$ cat config.mk
export PLATFORM = sky130hd
export DESIGN_NAME = tec_timer_pair
export DESIGN_NICKNAME = d
export VERILOG_FILES = /design/src/tec_pkg.sv /design/src/tec_timer_pair.sv
export SDC_FILE = /design/constraint.sdc
export NUM_CORES = 1
export LEC_CHECK = 0
export BUFFER_PORTS_ARGS = -buffer_cell sky130_fd_sc_hd__buf_2
export CAP_MARGIN = 30
export CORE_MARGIN = 2
export CORE_UTILIZATION = 55
export DETAILED_ROUTE_END_ITERATION = 6
export PLACE_DENSITY = 0.85
export SYNTH_ARGS = -nofsm -noshare
export SYNTH_HDL_FRONTEND = slang
export SYNTH_SLANG_ARGS = --single-unit
$ cat constraint.sdc
create_clock -name sys_clk -period 2.3 [get_ports sys_clk]
set_input_delay 0.46 -clock sys_clk [delete_from_list [all_inputs] [get_ports sys_clk]]
set_output_delay 0.46 -clock sys_clk [all_outputs]
set_load 0.02 [all_outputs]
$ cat src/tec_pkg.sv
package tec_pkg;

  localparam int TEC_ADDR_W = 8;
  localparam int TEC_NUM = 2;

  // Byte addresses of the register map
  localparam logic [7:0] TEC_A_CTRL1 = 8'h00;
  localparam logic [7:0] TEC_A_TMR1 = 8'h04;
  localparam logic [7:0] TEC_A_CTRL2 = 8'h08;
  localparam logic [7:0] TEC_A_TMR2 = 8'h0C;
  localparam logic [7:0] TEC_A_FLAG = 8'h10;
  localparam logic [7:0] TEC_A_IEN = 8'h14;

  // Control field positions
  localparam int TEC_B_MODE = 6;
  localparam int TEC_B_CSEL = 5;
  localparam int TEC_B_RUN = 4;
  localparam int TEC_B_EDGE = 3;
  localparam int TEC_B_PSC = 0;

  localparam logic [7:0] TEC_CTRL_RST = 8'h08;
  localparam logic [7:0] TEC_CTRL1_MASK = 8'hF8;
  localparam logic [7:0] TEC_CTRL2_MASK = 8'hDF;
  localparam logic [7:0] TEC_PRE_RST = 8'h00;
  localparam logic [7:0] TEC_FULL = 8'hFF;

  localparam logic [1:0] TEC_DIV4_LAST = 2'h3;
  localparam logic [6:0] TEC_PSC_ALL = 7'h7F;

  localparam logic [1:0] TEC_RESP_OKAY = 2'h0;
  localparam logic [1:0] TEC_RESP_SLVERR = 2'h2;

  typedef enum logic [1:0] {
    TEC_MODE_NONE = 2'h0,
    TEC_MODE_EVENT = 2'h1,
    TEC_MODE_TIMER = 2'h2,
    TEC_MODE_CAPTURE = 2'h3
  } tec_mode_e;

  typedef enum logic [2:0] {
    TEC_CAP_IDLE = 3'b001,
    TEC_CAP_ARMED = 3'b010,
    TEC_CAP_MEAS = 3'b100
  } tec_cap_e;

  typedef struct packed {
    tec_mode_e mode;
    logic clkSel;
    logic run;
    logic edgeSel;
    logic [2:0] psc;
  } tec_ctrl_s;

endpackage

$ cat src/tec_timer_pair.sv
// Register access over AXI4-Lite and the address map were decided locally.
`timescale 1ns/10ps
module tec_timer_pair
  import tec_pkg::*;
(
  input wire logic sys_clk, // 100 MHz system clock
  input wire logic rst_b, // Async reset, active low
  input wire logic [TEC_NUM-1:0] timerPin, // Timer input pins, first then second
  input wire logic lowFreqCrystal, // Low-frequency crystal clock level
  input wire logic s_axi_awvalid, // Write address valid
  output logic s_axi_awready, // Write address ready
  input wire logic [TEC_ADDR_W-1:0] s_axi_awaddr, // Write address
  input wire logic s_axi_wvalid, // Write data valid
  output logic s_axi_wready, // Write data ready
  input wire logic [31:0] s_axi_wdata, // Write data
  input wire logic [3:0] s_axi_wstrb, // Write byte enables
  output logic s_axi_bvalid, // Write response valid
  input wire logic s_axi_bready, // Write response ready
  output logic [1:0] s_axi_bresp, // Write response
  input wire logic s_axi_arvalid, // Read address valid
  output logic s_axi_arready, // Read address ready
  input wire logic [TEC_ADDR_W-1:0] s_axi_araddr, // Read address
  output logic s_axi_rvalid, // Read data valid
  input wire logic s_axi_rready, // Read data ready
  output logic [31:0] s_axi_rdata, // Read data
  output logic [1:0] s_axi_rresp, // Read response
  output logic timerIrq, // Enabled overflow request pending
  output logic wakeReq // One-cycle wake pulse on any overflow
);

  logic [TEC_ADDR_W-1:0] awAddr;
  logic [7:0] wByte;
  logic wLane0;
  logic doWrite;
  logic [TEC_NUM-1:0] ovfFlag;
  logic [TEC_NUM-1:0] irqEnable;
  logic [TEC_NUM-1:0] ovf;
  logic [7:0] ctrlRd [TEC_NUM];
  logic [7:0] cntRd [TEC_NUM];
  logic [1:0] div4Cnt;
  logic div4Tick;
  logic [6:0] pscCnt;
  logic [2:0] xtalSync;
  logic xtalFall;
  logic wrFlag;
  logic wrIen;
  logic [7:0] rdByte;
  logic rdHit;

  // Write channel: address and data taken in either order, answered once both are in
  assign doWrite = ~s_axi_awready & ~s_axi_wready & ~s_axi_bvalid;

  always_ff @(posedge sys_clk or negedge rst_b)
  begin
    if (!rst_b)
    begin
      s_axi_awready <= 1'b1;
      awAddr <= '0;
    end
    else if (s_axi_awvalid && s_axi_awready)
    begin
      s_axi_awready <= 1'b0;
      awAddr <= s_axi_awaddr;
    end
    else if (s_axi_bvalid && s_axi_bready)
      s_axi_awready <= 1'b1;
  end

  always_ff @(posedge sys_clk or negedge rst_b)
  begin
    if (!rst_b)
    begin
      s_axi_wready <= 1'b1;
      wByte <= 8'h00;
      wLane0 <= 1'b0;
    end
    else if (s_axi_wvalid && s_axi_wready)
    begin
      s_axi_wready <= 1'b0;
      wByte <= s_axi_wdata[7:0];
      wLane0 <= s_axi_wstrb[0];
    end
    else if (s_axi_bvalid && s_axi_bready)
      s_axi_wready <= 1'b1;
  end

  // Answer only once both halves are in, so a lone address never writes
  always_ff @(posedge sys_clk or negedge rst_b)
  begin
    if (!rst_b)
    begin
      s_axi_bvalid <= 1'b0;
      s_axi_bresp <= TEC_RESP_OKAY;
    end
    else if (doWrite)
    begin
      s_axi_bvalid <= 1'b1;
      case (awAddr)
        TEC_A_CTRL1, TEC_A_TMR1, TEC_A_CTRL2, TEC_A_TMR2, TEC_A_FLAG, TEC_A_IEN:
          s_axi_bresp <= TEC_RESP_OKAY;
        default:
          s_axi_bresp <= TEC_RESP_SLVERR;
      endcase
    end
    else if (s_axi_bvalid && s_axi_bready)
      s_axi_bvalid <= 1'b0;
  end

  // Registers hold only the low byte, so lane 0 must be enabled
  assign wrFlag = doWrite & wLane0 & (awAddr == TEC_A_FLAG);
  assign wrIen = doWrite & wLane0 & (awAddr == TEC_A_IEN);

  // Clock sources: sysclk/4 divider for timer 1 and free prescaler for timer 2
  always_ff @(posedge sys_clk or negedge rst_b)
  begin
    if (!rst_b)
      div4Cnt <= 2'h0;
    else
      div4Cnt <= div4Cnt + 2'h1;
  end

  always_ff @(posedge sys_clk or negedge rst_b)
  begin
    if (!rst_b)
      pscCnt <= 7'h00;
    else
      pscCnt <= pscCnt + 7'h01;
  end

  always_ff @(posedge sys_clk or negedge rst_b)
  begin
    if (!rst_b)
      xtalSync <= 3'h0;
    else
      xtalSync <= {xtalSync[1:0], lowFreqCrystal};
  end

  assign div4Tick = (div4Cnt == TEC_DIV4_LAST);
  // Only the second and third stages feed the edge detector, not the first
  assign xtalFall = xtalSync[2] & ~xtalSync[1];

  for (genvar i = 0; i < TEC_NUM; i++)
  begin : g_tmr
    localparam logic [7:0] CMASK = (i == 0) ? TEC_CTRL1_MASK : TEC_CTRL2_MASK;
    localparam logic [7:0] CTRL_ADDR = (i == 0) ? TEC_A_CTRL1 : TEC_A_CTRL2;
    localparam logic [7:0] TMR_ADDR = (i == 0) ? TEC_A_TMR1 : TEC_A_TMR2;
    tec_ctrl_s ctrl;
    tec_cap_e capState;
    logic [7:0] cnt;
    logic [7:0] pre;
    logic [2:0] pinSync;
    logic pinRise;
    logic pinFall;
    logic intTick;
    logic [6:0] pscMask;
    logic startEdge;
    logic stopEdge;
    logic tick;
    logic wrCtrl;
    logic wrTmr;
    logic capDone;

    assign wrCtrl = doWrite & wLane0 & (awAddr == CTRL_ADDR);
    assign wrTmr = doWrite & wLane0 & (awAddr == TMR_ADDR);

    always_ff @(posedge sys_clk or negedge rst_b)
    begin
      if (!rst_b)
        pinSync <= 3'h0;
      else
        pinSync <= {pinSync[1:0], timerPin[i]};
    end

    assign pinRise = pinSync[1] & ~pinSync[2];
    assign pinFall = pinSync[2] & ~pinSync[1];

    // Mask of low prescaler bits; field 0 makes timer 2 tick every cycle
    assign pscMask = 7'(~(TEC_PSC_ALL << ctrl.psc));
    if (i == 0)
    begin : g_src1
      assign intTick = ctrl.clkSel ? xtalFall : div4Tick;
    end
    else
    begin : g_src2
      assign intTick = ((pscCnt | ~pscMask) == TEC_PSC_ALL);
    end

    assign startEdge = ctrl.edgeSel ? pinRise : pinFall;
    assign stopEdge = ctrl.edgeSel ? pinFall : pinRise;
    assign capDone = (capState == TEC_CAP_MEAS) & stopEdge;

    always_comb
    begin
      tick = 1'b0;
      case (ctrl.mode)
        TEC_MODE_EVENT:
          tick = ctrl.run & (ctrl.edgeSel ? pinFall : pinRise);
        TEC_MODE_TIMER:
          tick = ctrl.run & intTick;
        TEC_MODE_CAPTURE:
          tick = ctrl.run & (capState == TEC_CAP_MEAS) & ~stopEdge & intTick;
        default:
          tick = 1'b0;
      endcase
    end

    assign ovf[i] = tick & (cnt == TEC_FULL);

    // Control register; hardware clears run only at the end of a capture
    always_ff @(posedge sys_clk or negedge rst_b)
    begin
      if (!rst_b)
        ctrl <= tec_ctrl_s'(TEC_CTRL_RST & CMASK);
      else if (wrCtrl)
        ctrl <= tec_ctrl_s'(wByte & CMASK);
      else if (capDone && ctrl.mode == TEC_MODE_CAPTURE)
        ctrl.run <= 1'b0;
    end

    // Setting run arms first; a start edge in the arming cycle is missed, not counted
    always_ff @(posedge sys_clk or negedge rst_b)
    begin
      if (!rst_b)
        capState <= TEC_CAP_IDLE;
      else if (ctrl.mode != TEC_MODE_CAPTURE || !ctrl.run)
        capState <= TEC_CAP_IDLE;
      else
      begin
        case (capState)
          TEC_CAP_IDLE:
            capState <= TEC_CAP_ARMED;
          TEC_CAP_ARMED:
            if (startEdge)
              capState <= TEC_CAP_MEAS;
          TEC_CAP_MEAS:
            if (stopEdge)
              capState <= TEC_CAP_IDLE;
          default:
            capState <= TEC_CAP_IDLE;
        endcase
      end
    end

    always_ff @(posedge sys_clk or negedge rst_b)
    begin
      if (!rst_b)
        pre <= TEC_PRE_RST;
      else if (wrTmr)
        pre <= wByte;
    end

    always_ff @(posedge sys_clk or negedge rst_b)
    begin
      if (!rst_b)
        cnt <= TEC_PRE_RST;
      else if (wrTmr && !ctrl.run)
        cnt <= wByte;
      else if (ovf[i])
        cnt <= pre;
      else if (tick)
        cnt <= cnt + 8'h01;
    end

    assign ctrlRd[i] = ctrl & CMASK;
    assign cntRd[i] = cnt;
  end

  // Request flags: overflow sets regardless of enable, set wins over clear
  always_ff @(posedge sys_clk or negedge rst_b)
  begin
    if (!rst_b)
      ovfFlag <= '0;
    else if (wrFlag)
      ovfFlag <= (ovfFlag & ~wByte[TEC_NUM-1:0]) | ovf;
    else
      ovfFlag <= ovfFlag | ovf;
  end

  always_ff @(posedge sys_clk or negedge rst_b)
  begin
    if (!rst_b)
      irqEnable <= '0;
    else if (wrIen)
      irqEnable <= wByte[TEC_NUM-1:0];
  end

  // Wake is independent of the enable, so it is taken from the raw overflow
  always_ff @(posedge sys_clk or negedge rst_b)
  begin
    if (!rst_b)
      timerIrq <= 1'b0;
    else
      timerIrq <= |(ovfFlag & irqEnable);
  end

  always_ff @(posedge sys_clk or negedge rst_b)
  begin
    if (!rst_b)
      wakeReq <= 1'b0;
    else
      wakeReq <= |ovf;
  end

  always_comb
  begin
    rdByte = 8'h00;
    rdHit = 1'b1;
    case (s_axi_araddr)
      TEC_A_CTRL1: rdByte = ctrlRd[0];
      TEC_A_TMR1: rdByte = cntRd[0];
      TEC_A_CTRL2: rdByte = ctrlRd[1];
      TEC_A_TMR2: rdByte = cntRd[1];
      TEC_A_FLAG: rdByte = {6'h00, ovfFlag};
      TEC_A_IEN: rdByte = {6'h00, irqEnable};
      default: rdHit = 1'b0;
    endcase
  end

  always_ff @(posedge sys_clk or negedge rst_b)
  begin
    if (!rst_b)
    begin
      s_axi_arready <= 1'b1;
      s_axi_rvalid <= 1'b0;
    end
    else if (s_axi_arvalid && s_axi_arready)
    begin
      s_axi_arready <= 1'b0;
      s_axi_rvalid <= 1'b1;
    end
    else if (s_axi_rvalid && s_axi_rready)
    begin
      s_axi_rvalid <= 1'b0;
      s_axi_arready <= 1'b1;
    end
  end

  // Data is caught at the take and holds while rready stays low
  always_ff @(posedge sys_clk or negedge rst_b)
  begin
    if (!rst_b)
    begin
      s_axi_rdata <= 32'h00000000;
      s_axi_rresp <= TEC_RESP_OKAY;
    end
    else if (s_axi_arvalid && s_axi_arready)
    begin
      s_axi_rdata <= {24'h000000, rdByte};
      s_axi_rresp <= rdHit ? TEC_RESP_OKAY : TEC_RESP_SLVERR;
    end
  end

endmodule

* After elaboration in Yosys (flattened, before gate mapping)
Index checks and enable logic that the tools add are counted.
Operators by class: $add $sub $neg 4, equal/unequal tests 32, shift-type cells 1, muxes and demuxes 39, bitwise operators 46, reduce and logical (&&, ||, !) cells 29
Operator list (count):
- two-way mux 8 bit | 6
- one-hot mux 8 bit (6 select lines) | 1
- equality test 8 x 4 -> 1 bit (second input constant) | 4
- equality test 8 x 5 -> 1 bit (second input constant) | 4
- bitwise AND 1 bit | 28
- two-way mux 1 bit | 19
- two-way mux 3 bit | 6
- one-hot mux 3 bit (3 select lines) | 2
- adder 8 x 1 -> 8 bit (second input constant) | 2
- equality test 8 x 3 -> 1 bit (second input constant) | 2
- equality test 8 bit (second input constant) | 2
- logical NOT 8 bit | 2
- inverter 7 bit | 2
- nonzero test 2 bit | 6
- OR reduction 6 bit | 2
- equality test 2 bit (second input constant) | 5
- inverter 1 bit | 10
- logical AND 1 bit | 9
- adder 7 x 1 -> 7 bit (second input constant) | 1
- equality test 7 bit (second input constant) | 1
- bitwise OR 7 bit | 1
- left shift 7 x 3 -> 7 bit (first input constant) | 1
- equality test 3 x 1 -> 1 bit (second input constant) | 2
- equality test 3 x 2 -> 1 bit (second input constant) | 2
- other kinds (16) | 31
Word-level totals: bits in registers 108, input bits 62, output and inout bits 43, logic and storage cells 185

* Depth between registers and ports, before layout
Gate-level depths: netlist of the first run.
depth in word-level cells 10, mapped depth 8

* Worst setup path after synthesis of the first run
OpenSTA, ideal clock, no wires.
path kind reg-to-reg, from register g_tmr[0].capState[1], to register g_tmr[0].cnt[7], arrival time 1937 ps, slack 237 ps, stages on the path, launching flop included 6, path buffers 0, cell sequence dfrtp_1 > or3b_4 > o41a_1 > o32a_4 > o21a_4 > a221o_1
On the way: word-level cells in the longest chain between the ends 8, elaborated cells on any way between the ends 9, those cells by class eq/ne (1); mux (3); bitwise (4); reduce/logical (1)
RTL lines:
- start, declared | RTL line tec_timer_pair.sv:148 | tec_cap_e capState;
- start signal, assigned | RTL line tec_timer_pair.sv:224 | capState <= TEC_CAP_IDLE;
- start signal, assigned | RTL line tec_timer_pair.sv:226 | capState <= TEC_CAP_IDLE;
- start signal, assigned | RTL line tec_timer_pair.sv:231 | capState <= TEC_CAP_ARMED;
- equality test 3 bit (*) | RTL line tec_timer_pair.sv:201 | tick = ctrl.run & (capState == TEC_CAP_MEAS) & ~stopEdge & intTick;
- bitwise AND 1 bit (*) (3 in a row) | RTL line tec_timer_pair.sv:201
- one-hot mux 1 bit (3 select lines) (*) | RTL line tec_timer_pair.sv:195 | case (ctrl.mode)
- bitwise AND 1 bit | RTL line tec_timer_pair.sv:207 | assign ovf[i] = tick & (cnt == TEC_FULL);
- two-way mux 8 bit | RTL line tec_timer_pair.sv:258 | else if (ovf[i])
- two-way mux 8 bit | RTL line tec_timer_pair.sv:256 | else if (wrTmr && !ctrl.run)
- end signal, assigned | RTL line tec_timer_pair.sv:257 | cnt <= wByte;
- end signal, assigned | RTL line tec_timer_pair.sv:259 | cnt <= pre;
- end signal, assigned | RTL line tec_timer_pair.sv:261 | cnt <= cnt + 8'h01;
- end, declared | RTL line tec_timer_pair.sv:149 | logic [7:0] cnt;
Every way passes the cells marked *; elsewhere a longest branch is shown, timed or not. A chain may end at the register's enable or synchronous reset.

* Worst setup path after layout of the first run
from register g_tmr[0].capState[1], to register g_tmr[0].cnt[0]
The elaborated chain is that of the path after synthesis.

==> results of run 1 <==
## worst min-delay path by stage
stage / startpoint / end / slack, ps
floorplan: rst_b / awAddr[0]$_DFFE_PN0P_ / 160
global placement: g_tmr[0].pinSync[0]$_DFF_PN0_ / g_tmr[0].pinSync[1]$_DFF_PN0_ / 340
detailed placement: g_tmr[0].pinSync[0]$_DFF_PN0_ / g_tmr[0].pinSync[1]$_DFF_PN0_ / 330
CTS: rst_b / g_tmr[1].pinSync[0]$_DFF_PN0_ / 60
global route: rst_b / g_tmr[1].pinSync[0]$_DFF_PN0_ / 70
finish: rst_b / g_tmr[1].capState[1]$_DFFE_PN0P_ / 60
## placed cells by master, fill, tap and decap left out, types with 3 or more instances in the layout
cell,n
a31oi_1,5
a221o_1,6
buf_4,9
o31ai_1,6
a211o_1,3
o311ai_0,3
inv_1,11
xor2_1,7
a22oi_1,5
nand2b_1,5
mux2_2,41
dfrtp_1,99
nand4b_1,4
xnor2_1,4
nor2_1,29
nand4_1,5
and2_1,3
a211oi_1,3
nand2_1,64
conb_1,26
ha_1,4
a21oi_1,19
and3_1,7
mux4_2,4
nand3b_1,6
clkbuf_8,9
buf_2,50
nor3_1,6
dfstp_2,7
nand3_1,14
nor2b_1,6
o21ai_0,18
mux2i_1,12
## cell families after synthesis
logic type | share of synthesized area
buffers and inverters | 0.0618
adders and majority gates | 0.00936
and+or+nand+nor | 0.161
xor gates and xnor gates | 0.0180
muxes | 0.126
AOI/OAI and AO/OA | 0.126
other | 0.000702
DFF | 0.498
## registers in the layout, summed over array words and instances (netlist names)
signal / cells
g_tmr.cnt: 16
g_tmr.pre: 16
ctrlRd: 12
awAddr: 8
s_axi_rdata: 8
wByte: 8
pscCnt: 7
g_tmr.capState: 6
g_tmr.pinSync: 6
xtalSync: 3
div4Cnt: 2
irqEnable: 2
ovfFlag: 2
s_axi_arready: 1
s_axi_awready: 1
s_axi_bresp: 1
s_axi_bvalid: 1
s_axi_rresp: 1
s_axi_rvalid: 1
s_axi_wready: 1
timerIrq: 1
wLane0: 1
wakeReq: 1
## cells in the mapped netlist (7+ instances only)
| master | instances |
|---|---|
| mux2_2 | 41 |
| xor2_1 | 7 |
| dfstp_2 | 7 |
| buf_4 | 28 |
| nand2_1 | 64 |
| a21oi_1 | 20 |
| nand3_1 | 14 |
| and3_1 | 8 |
| nor2_1 | 29 |
| o21ai_0 | 18 |
| inv_1 | 11 |
| dfrtp_1 | 99 |
| mux2i_1 | 12 |
## metrics by stage
stage,setup WS (ps),hold WS (ps)
finish,95.5,55.1
global route,14.4,73.6
CTS,9.73,63.0
detailed placement,8.78,335
global placement,57.3,338
floorplan,237,164
## routing by layer
| metal | part of all wire | routed length (µm) | vias to the layer above | track usage |
|---|---|---|---|---|
| li1 | - | - | 1837 | - |
| met1 | 0.43 | 4810 | 1915 | 0.311 |
| met2 | 0.48 | 5460 | 173 | 0.380 |
| met3 | 0.066 | 744 | 25 | 0.0542 |
| met4 | 0.026 | 295 | 0 | 0.0677 |
| met5 | 0 | 0 | - | 0 |
## cell type report
cell class              count  area, µm²
clock buffers               9        124
clock inverters             7       61.3
fillers                   751       3460
inverters                  11       41.3
multi-input cells         358       2460
flip-flops and latches    106       2660
well taps                 129        161
repair buffers             61        358
## power by group
group | internal (W) | switching [W]
combinational | 0.000489 | 0.000443
sequential | 0.00222 | 0.000550
clock | 0.000415 | 0.000680
## what timing repair did
| action | in CTS | in global routing |
|---|---|---|
| cloned | 0 | 0 |
| gates resized for setup | 1 | 3 |
| setup buffers | 0 | 0 |
| pin swaps | 0 | 1 |
| setup endpoints to repair | 1 | 24 |
==> metrics, run 1 <==
Yosys warning count 0; Main synth FF type dfrtp_1; gpl congestion 0.940; Critical Path RT approximately 2600 ps; initial antenna violation count 0; crit path from g_tmr[0].capState[1]$_DFFE_PN0P_; Pwr Density a little over 800 nW/µm²; post-synth top area cell dfrtp_1; max cap viols 0; hold_buf cts 0; clk_skew 18.9 ps; port bufs 51; clk_lat worst skew roughly 380 ps; max-slew violation count 0; layout cells sized above 1 0.261; synthesized area per cell 10.8 µm²; CP Launch Type flop; H-tree depth 3; Layout Cells excl Fill between 600 and 700; CP top delay family compound AO/OA/AOI/OAI gates; Worst slew margin 0.639; setup TNS 0 ps; worst min path class input pin to async pin; routed vias about 4000; CTS max path bufs 2; CP endpoint kind flop; R2R Path End g_tmr[0].cnt[0]$_DFFE_PN0P_; end of the critical path g_tmr[0].cnt[0]$_DFFE_PN0P_; CTS clock-pin slew for the worst setup and hold paths around 110 ps; total power 0.00480 W; Unique masters post-synth 65; DP HPWL 8160 µm; total die area 10500 µm²; number of routed nets with antenna violations 0; cell count along the critical path 6; drc violations 0; Root Driver clkbuf_8; Cells after DPL between 600 and 700; Critical-path top delay cell dfrtp_1; clock sinks 106; CP max FO 9; number of buffer and inverter stages on the critical path 1; Area Growth Syn to Fin 9.69%; initial core utilization 0.573; setup violators final 0; critical-path cell list or3b_4 -> o41a_1 -> o32a_4 -> buf_4 -> a211oi_1 -> a221o_1; Placed Area around 5700 µm²; DRT iter0 DRCs between 300 and 400; CTS Buf Count 9; Util after Layout 0.629; critical path's largest stage delay around 440 ps; global-route wire length before repair about 19000 µm; Core Box Area between 9000 and 10000 µm²; worst slew pin tran 541 ps; Synth top area share 0.463; Peak supply drop approximately 580 µV; final WL around 11000 µm; die height 103 µm; Ant. Diodes 0; outcome finished clean; R2R depth 6; Seq cells post-synth around 110; Core Rows 35; R2R Setup Slk between 90 and 100 ps; total grt overflow 0; final net count 613; Worst R2R Start g_tmr[0].capState[1]$_DFFE_PN0P_; max frequency around 0.45 GHz; IO Count about 110; Hold Fails Final Rpt 0; final worst-path cycle share 0.958; final instance area just under 6000 µm²; Worst Path Arrival approximately 2500 ps; Post-Syn Instances a little under 500; largest net degree at the start of global routing 47; Tmin final about 2200 ps; Die Wd between 100 and 150 µm; vias in the first global route around 3800; TritonCTS clock tree built; DR pass1 iterations 5; share of flip-flops with an asynchronous set or reset 1.00; routed vias/inst between 5 and 6; worst setup path category flop to flop; Mapped Area 5350 µm²; sequential area share after synthesis 0.498; unrepaired setup endpoints after global routing no; P_leak roughly 2.7 nW; Synth area leaders dfrtp_1 (46%), mux2_2 (8.6%), nand2_1 (4.5%); number of synthesized flops with an enable pin 0; post-DR wirelength/cell around 17 µm; gr usage total 0.232
Power figures use the tool's default switching activity.
==> run 2, diff against run 1 <==
--- a/config.mk
+++ b/config.mk
@@ -5,12 +5,13 @@
 export SDC_FILE = /design/constraint.sdc
 export NUM_CORES = 1
 export LEC_CHECK = 0
-export BUFFER_PORTS_ARGS = -buffer_cell sky130_fd_sc_hd__buf_2
 export CAP_MARGIN = 30
+export CORE_ASPECT_RATIO = 1.1
 export CORE_MARGIN = 2
 export CORE_UTILIZATION = 55
 export DETAILED_ROUTE_END_ITERATION = 6
-export PLACE_DENSITY = 0.85
+export DONT_BUFFER_PORTS = 1
+export PLACE_DENSITY = 0.75
 export SYNTH_ARGS = -nofsm -noshare
 export SYNTH_HDL_FRONTEND = slang
 export SYNTH_SLANG_ARGS = --single-unit
==> metrics, run 2 (same netlist as run 1, synthesis figures left out) <==
wl on met1 between 4000 and 5000 µm; Worst Path Arrival ~2500 ps; R2R depth 5; worst slew pin tran approximately 500 ps; Peak supply drop approximately 700 µV; CTS Buf Count 9; most frequent cells in the layout dfrtp_1 (99), nand2_1 (64), mux2_2 (41); clk_skew roughly 22 ps; global-route wire length before repair approximately 18000 µm; initial antenna violation count 0; gpl congestion between 0.8 and 0.9; failing checks negative hold slack; commonest non-fill, non-tap cell in the layout dfrtp_1; TritonCTS clock tree built; Hold Fails Final Rpt around 110; Setup WS post-layout ~96 ps; Clk pwr share 0.264; max cap viols 0; CP max FO 8; worst min path class input pin to async pin; initial core utilization 0.569; final net count 560; met2 wire len 5150 µm; unrepaired setup endpoints after global routing no; Core Rows 37; total power between 0.004 and 0.005 W; gr usage total 0.218; Critical Path RT ~2600 ps; routed vias about 3700; P_leak 2.50 nW; total die area between 10000 and 15000 µm²; DRT iter0 DRCs roughly 260; largest net degree at the start of global routing between 100 and 150; R2R Setup Slk 100 ps; max frequency between 0.4 and 0.5 GHz; Ant. Diodes 0; number of routed nets with antenna violations 0; Pwr Density about 870 nW/µm²; H-tree depth 3; routed vias/inst a little over 6; Worst slew margin 0.660; Root Driver clkbuf_8; clock sinks about 110; post-DR wirelength/cell between 15 and 20 µm; CTS clock-pin slew for the worst setup and hold paths between 100 and 150 ps; R2R Path End g_tmr[0].cnt[1]$_DFFE_PN0P_; CP Launch Type flop; DP HPWL 7580 µm; Comb pwr share 0.158; CP endpoint kind flop; met3 wire len 718 µm; crit path from g_tmr[0].capState[1]$_DFFE_PN0P_; outcome complete, but fails checks; drc violations 0; Core Box Area roughly 9400 µm²; port bufs 0; DR pass1 iterations 4; Area Growth Syn to Fin 4.89%; max-slew violation count 0; setup violators final 0; Util after Layout 0.597; hold slack final -239 ps; final WL 10900 µm; vias in the first global route about 3600; die height approximately 110 µm; P_sw between 0.0015 and 0.002 W; CTS max path bufs 2; IO Count approximately 110; fillers just under 800; Worst R2R Start g_tmr[0].capState[1]$_DFFE_PN0P_; Net Sw Frac 0.319; worst setup path category flop to flop; final worst-path cycle share 0.958; Power Internal 0.00332 W; Die Wd roughly 100 µm; setup TNS 0 ps; Top Metal Used met4; clk_lat worst skew roughly 380 ps; Tmin final 2200 ps; layout cells sized above 1 0.178; DP Worst Slack between 60 and 70 ps; total grt overflow 0; sequential share of power 0.577
run 2: cell type report:
| cell class | count | area, µm² | area share |
|---|---|---|---|
| Tap cell | 117 | 146 | 0.0261 |
| Clock buffer | 11 | 141 | 0.0252 |
| Clock inverter | 5 | 82.6 | 0.0147 |
| Inverter | 11 | 41.3 | 0.00736 |
| Multi-Input combinational cell | 358 | 2450 | 0.437 |
| Timing Repair Buffer | 8 | 85.1 | 0.0152 |
| Sequential cell | 106 | 2660 | 0.475 |
run 2: repair_timing:
| item | 4_1_cts | 5_1_grt |
|---|---|---|
| setup endpoints to repair | 0 | 8 |
| hold endpoints to repair | 106 | 106 |
| resized for setup | 0 | 2 |
| buffers inserted | 0 | 0 |
run 2: power groups by stage:
| stage | logic [W] | clock network [W] | registers (W) |
|---|---|---|---|
| 3_5_place_dp | 0.000776 | 0 | 0.00284 |
| 6_report | 0.000773 | 0.00129 | 0.00282 |
| 3_3_place_gp | 0.000746 | 0 | 0.00281 |
| 4_1_cts | 0.000779 | 0.00131 | 0.00280 |
| 5_1_grt | 0.000859 | 0.00138 | 0.00287 |
| 2_1_floorplan | 0.000711 | 0 | 0.00259 |
run 2: worst max-delay path by stage:
stage / to
floorplan: g_tmr[0].cnt[7]$_DFFE_PN0P_
CTS: g_tmr[1].cnt[7]$_DFFE_PN0P_
finish: g_tmr[0].cnt[1]$_DFFE_PN0P_
global placement: g_tmr[1].cnt[0]$_DFFE_PN0P_
detailed placement: g_tmr[1].cnt[7]$_DFFE_PN0P_
global route: g_tmr[1].cnt[2]$_DFFE_PN0P_
run 2: metal layers:
| metal | up-vias | GRT usage |
|---|---|---|
| met5 | - | 0 |
| met4 | 0 | 0.0734 |
| met3 | 21 | 0.0487 |
| met2 | 143 | 0.360 |
| met1 | 1825 | 0.288 |
| li1 | 1729 | - |
run 2: critical path, stage by stage (launching register included):
cell and delay (ps):
dfrtp_1 430, or3b_4 420, o41a_1 340, o32a_4 430
o21a_4 170, a221o_1 310
run 2: metrics by stage:
step	instance area (µm²)	cells
final	5610	616
after global routing	5610	616
after CTS	5610	616
after detailed placement	5380	600
after global placement	5380	600
after floorplan	5440	518
==> run 3, diff against run 2 <==
==> constraint.sdc (replaced) <==
create_clock -name sys_clk -period 2.2 [get_ports sys_clk]
set_input_delay 0.44 -clock sys_clk [delete_from_list [all_inputs] [get_ports sys_clk]]
set_output_delay 0.44 -clock sys_clk [all_outputs]
set_load 0.02 [all_outputs]
==> metrics, run 3 (same netlist as run 1, synthesis figures left out) <==
final net count ~570; Ant. Diodes 0; Critical-path top delay cell or4_4; gr usage total 0.224; CTS max path bufs 2; Critical Path RT roughly 2500 ps; failing checks negative hold slack; critical path's largest stage delay about 530 ps; routed vias 3717; setup violators final 0; most frequent cells in the layout dfrtp_1 (99), nand2_1 (64), mux2_2 (41); setup TNS 0 ps; max frequency about 0.47 GHz; DP Worst Slack 0.778 ps; Area Growth Syn to Fin 6.84%; port bufs 0; Core Rows 37; layout cells sized above 1 0.209; vias in the first global route 3537; critical-path cell list or4_4 -> and4bb_4 -> nand3b_1 -> o21a_4 -> a221o_1; DR pass1 iterations 5; Layout Cells excl Fill roughly 630; drc violations 0; max-slew violation count 0; H-tree depth 3; hold slack final -257 ps; DP HPWL roughly 7700 µm; largest net degree at the start of global routing approximately 110; commonest non-fill, non-tap cell in the layout dfrtp_1; clock sinks around 110; DRT iter0 DRCs between 300 and 400; gpl congestion between 0.8 and 0.9; Cells after DPL 608; CTS clock-pin slew for the worst setup and hold paths ~100 ps; Core Box Area 9400 µm²; global-route wire length before repair around 18000 µm; Setup WS post-layout 69.4 ps; total die area roughly 11000 µm²; max cap viols 0; Root Driver clkbuf_8; R2R Setup Slk 70 ps; CTS Buf Count 9; clk_lat worst skew around 380 ps; Placed Area ~5400 µm²; CP Launch Type flop; Hold Fails Final Rpt 106; final worst-path cycle share 0.968; routed vias/inst between 5 and 6; Peak supply drop a little under 1000 µV; P_leak 2.55 nW; CP max FO 8; outcome complete, but fails checks; Die Wd just under 100 µm; initial antenna violation count 0; number of routed nets with antenna violations 0; CP top delay family simple AND/OR/NAND/NOR gates; TritonCTS clock tree built; CP endpoint kind flop; IO Count approximately 110; total grt overflow 0; final instance area 5710 µm²; post-DR wirelength/cell 17.8 µm; Tmin final 2130 ps; initial core utilization 0.569; number of buffer and inverter stages on the critical path 0; die height 107 µm; worst setup path category flop to flop; Pwr Density ~900 nW/µm²; clk_skew 10.9 ps; final WL 11100 µm; Worst Path Arrival 2400 ps; worst min path class input pin to async pin
-- run 3: worst paths after layout --
path,endpoint,cells past startpoint,startpoint
min in group sys_clk,xtalSync[0]$_DFF_PN0_,0,lowFreqCrystal
worst min register to register,xtalSync[1]$_DFF_PN0_,0,xtalSync[0]$_DFF_PN0_
worst min-delay path,awAddr[5]$_DFFE_PN0P_,0,rst_b
max in group asynchronous,s_axi_arready$_DFFE_PN1P_,0,rst_b
worst max-delay path,g_tmr[0].cnt[1]$_DFFE_PN0P_,5,awAddr[0]$_DFFE_PN0P_
worst max register to register,g_tmr[0].cnt[1]$_DFFE_PN0P_,5,awAddr[0]$_DFFE_PN0P_
-- run 3: layout make-up --
cell class / count / area (µm²)
clock buffers: 10 / 138
clock inverters: 6 / 87.6
fillers: 762 / 3690
inverters: 11 / 41.3
multi-input cells: 358 / 2500
flip-flops and latches: 106 / 2660
well taps: 117 / 146
repair buffers: 17 / 140
-- run 3: worst reg2reg max path, cell delays in order, from the launching register on --
cell	delay, ps
dfrtp_1	380
or4_4	530
and4bb_4	370
nand3b_1	150
o21a_4	290
a221o_1	300
-- run 3: per-stage QoR --
stage | hold WS [ps] | util | power [W]
3_3_place_gp | 147 | 0.578 | 0.00374
3_5_place_dp | 147 | 0.578 | 0.00381
5_1_grt | -277 | 0.608 | 0.00541
6_report | -257 | 0.608 | 0.00516
4_1_cts | -272 | 0.602 | 0.00516
2_1_floorplan | 144 | - | 0.00346
-- run 3: layer usage --
metal  global-route usage  part of all wire
met5                    0                 0
met4               0.0734             0.015
met3               0.0513             0.065
met2                0.354              0.48
met1                0.308              0.44
-- run 3: what timing repair did --
item / CTS / global route
setup buffers: 0 / 1
pin swaps: 0 / 4
hold endpoints to repair: 106 / 106
gates resized for setup: 3 / 10
endpoints found under the setup margin: 4 / 32
-- run 3: where the power goes --
group | switching (W) | internal (W)
Sequential | 0.000614 | 0.00232
Clock | 0.000677 | 0.000676
Combinational | 0.000375 | 0.000494
Total | 0.00167 | 0.00349
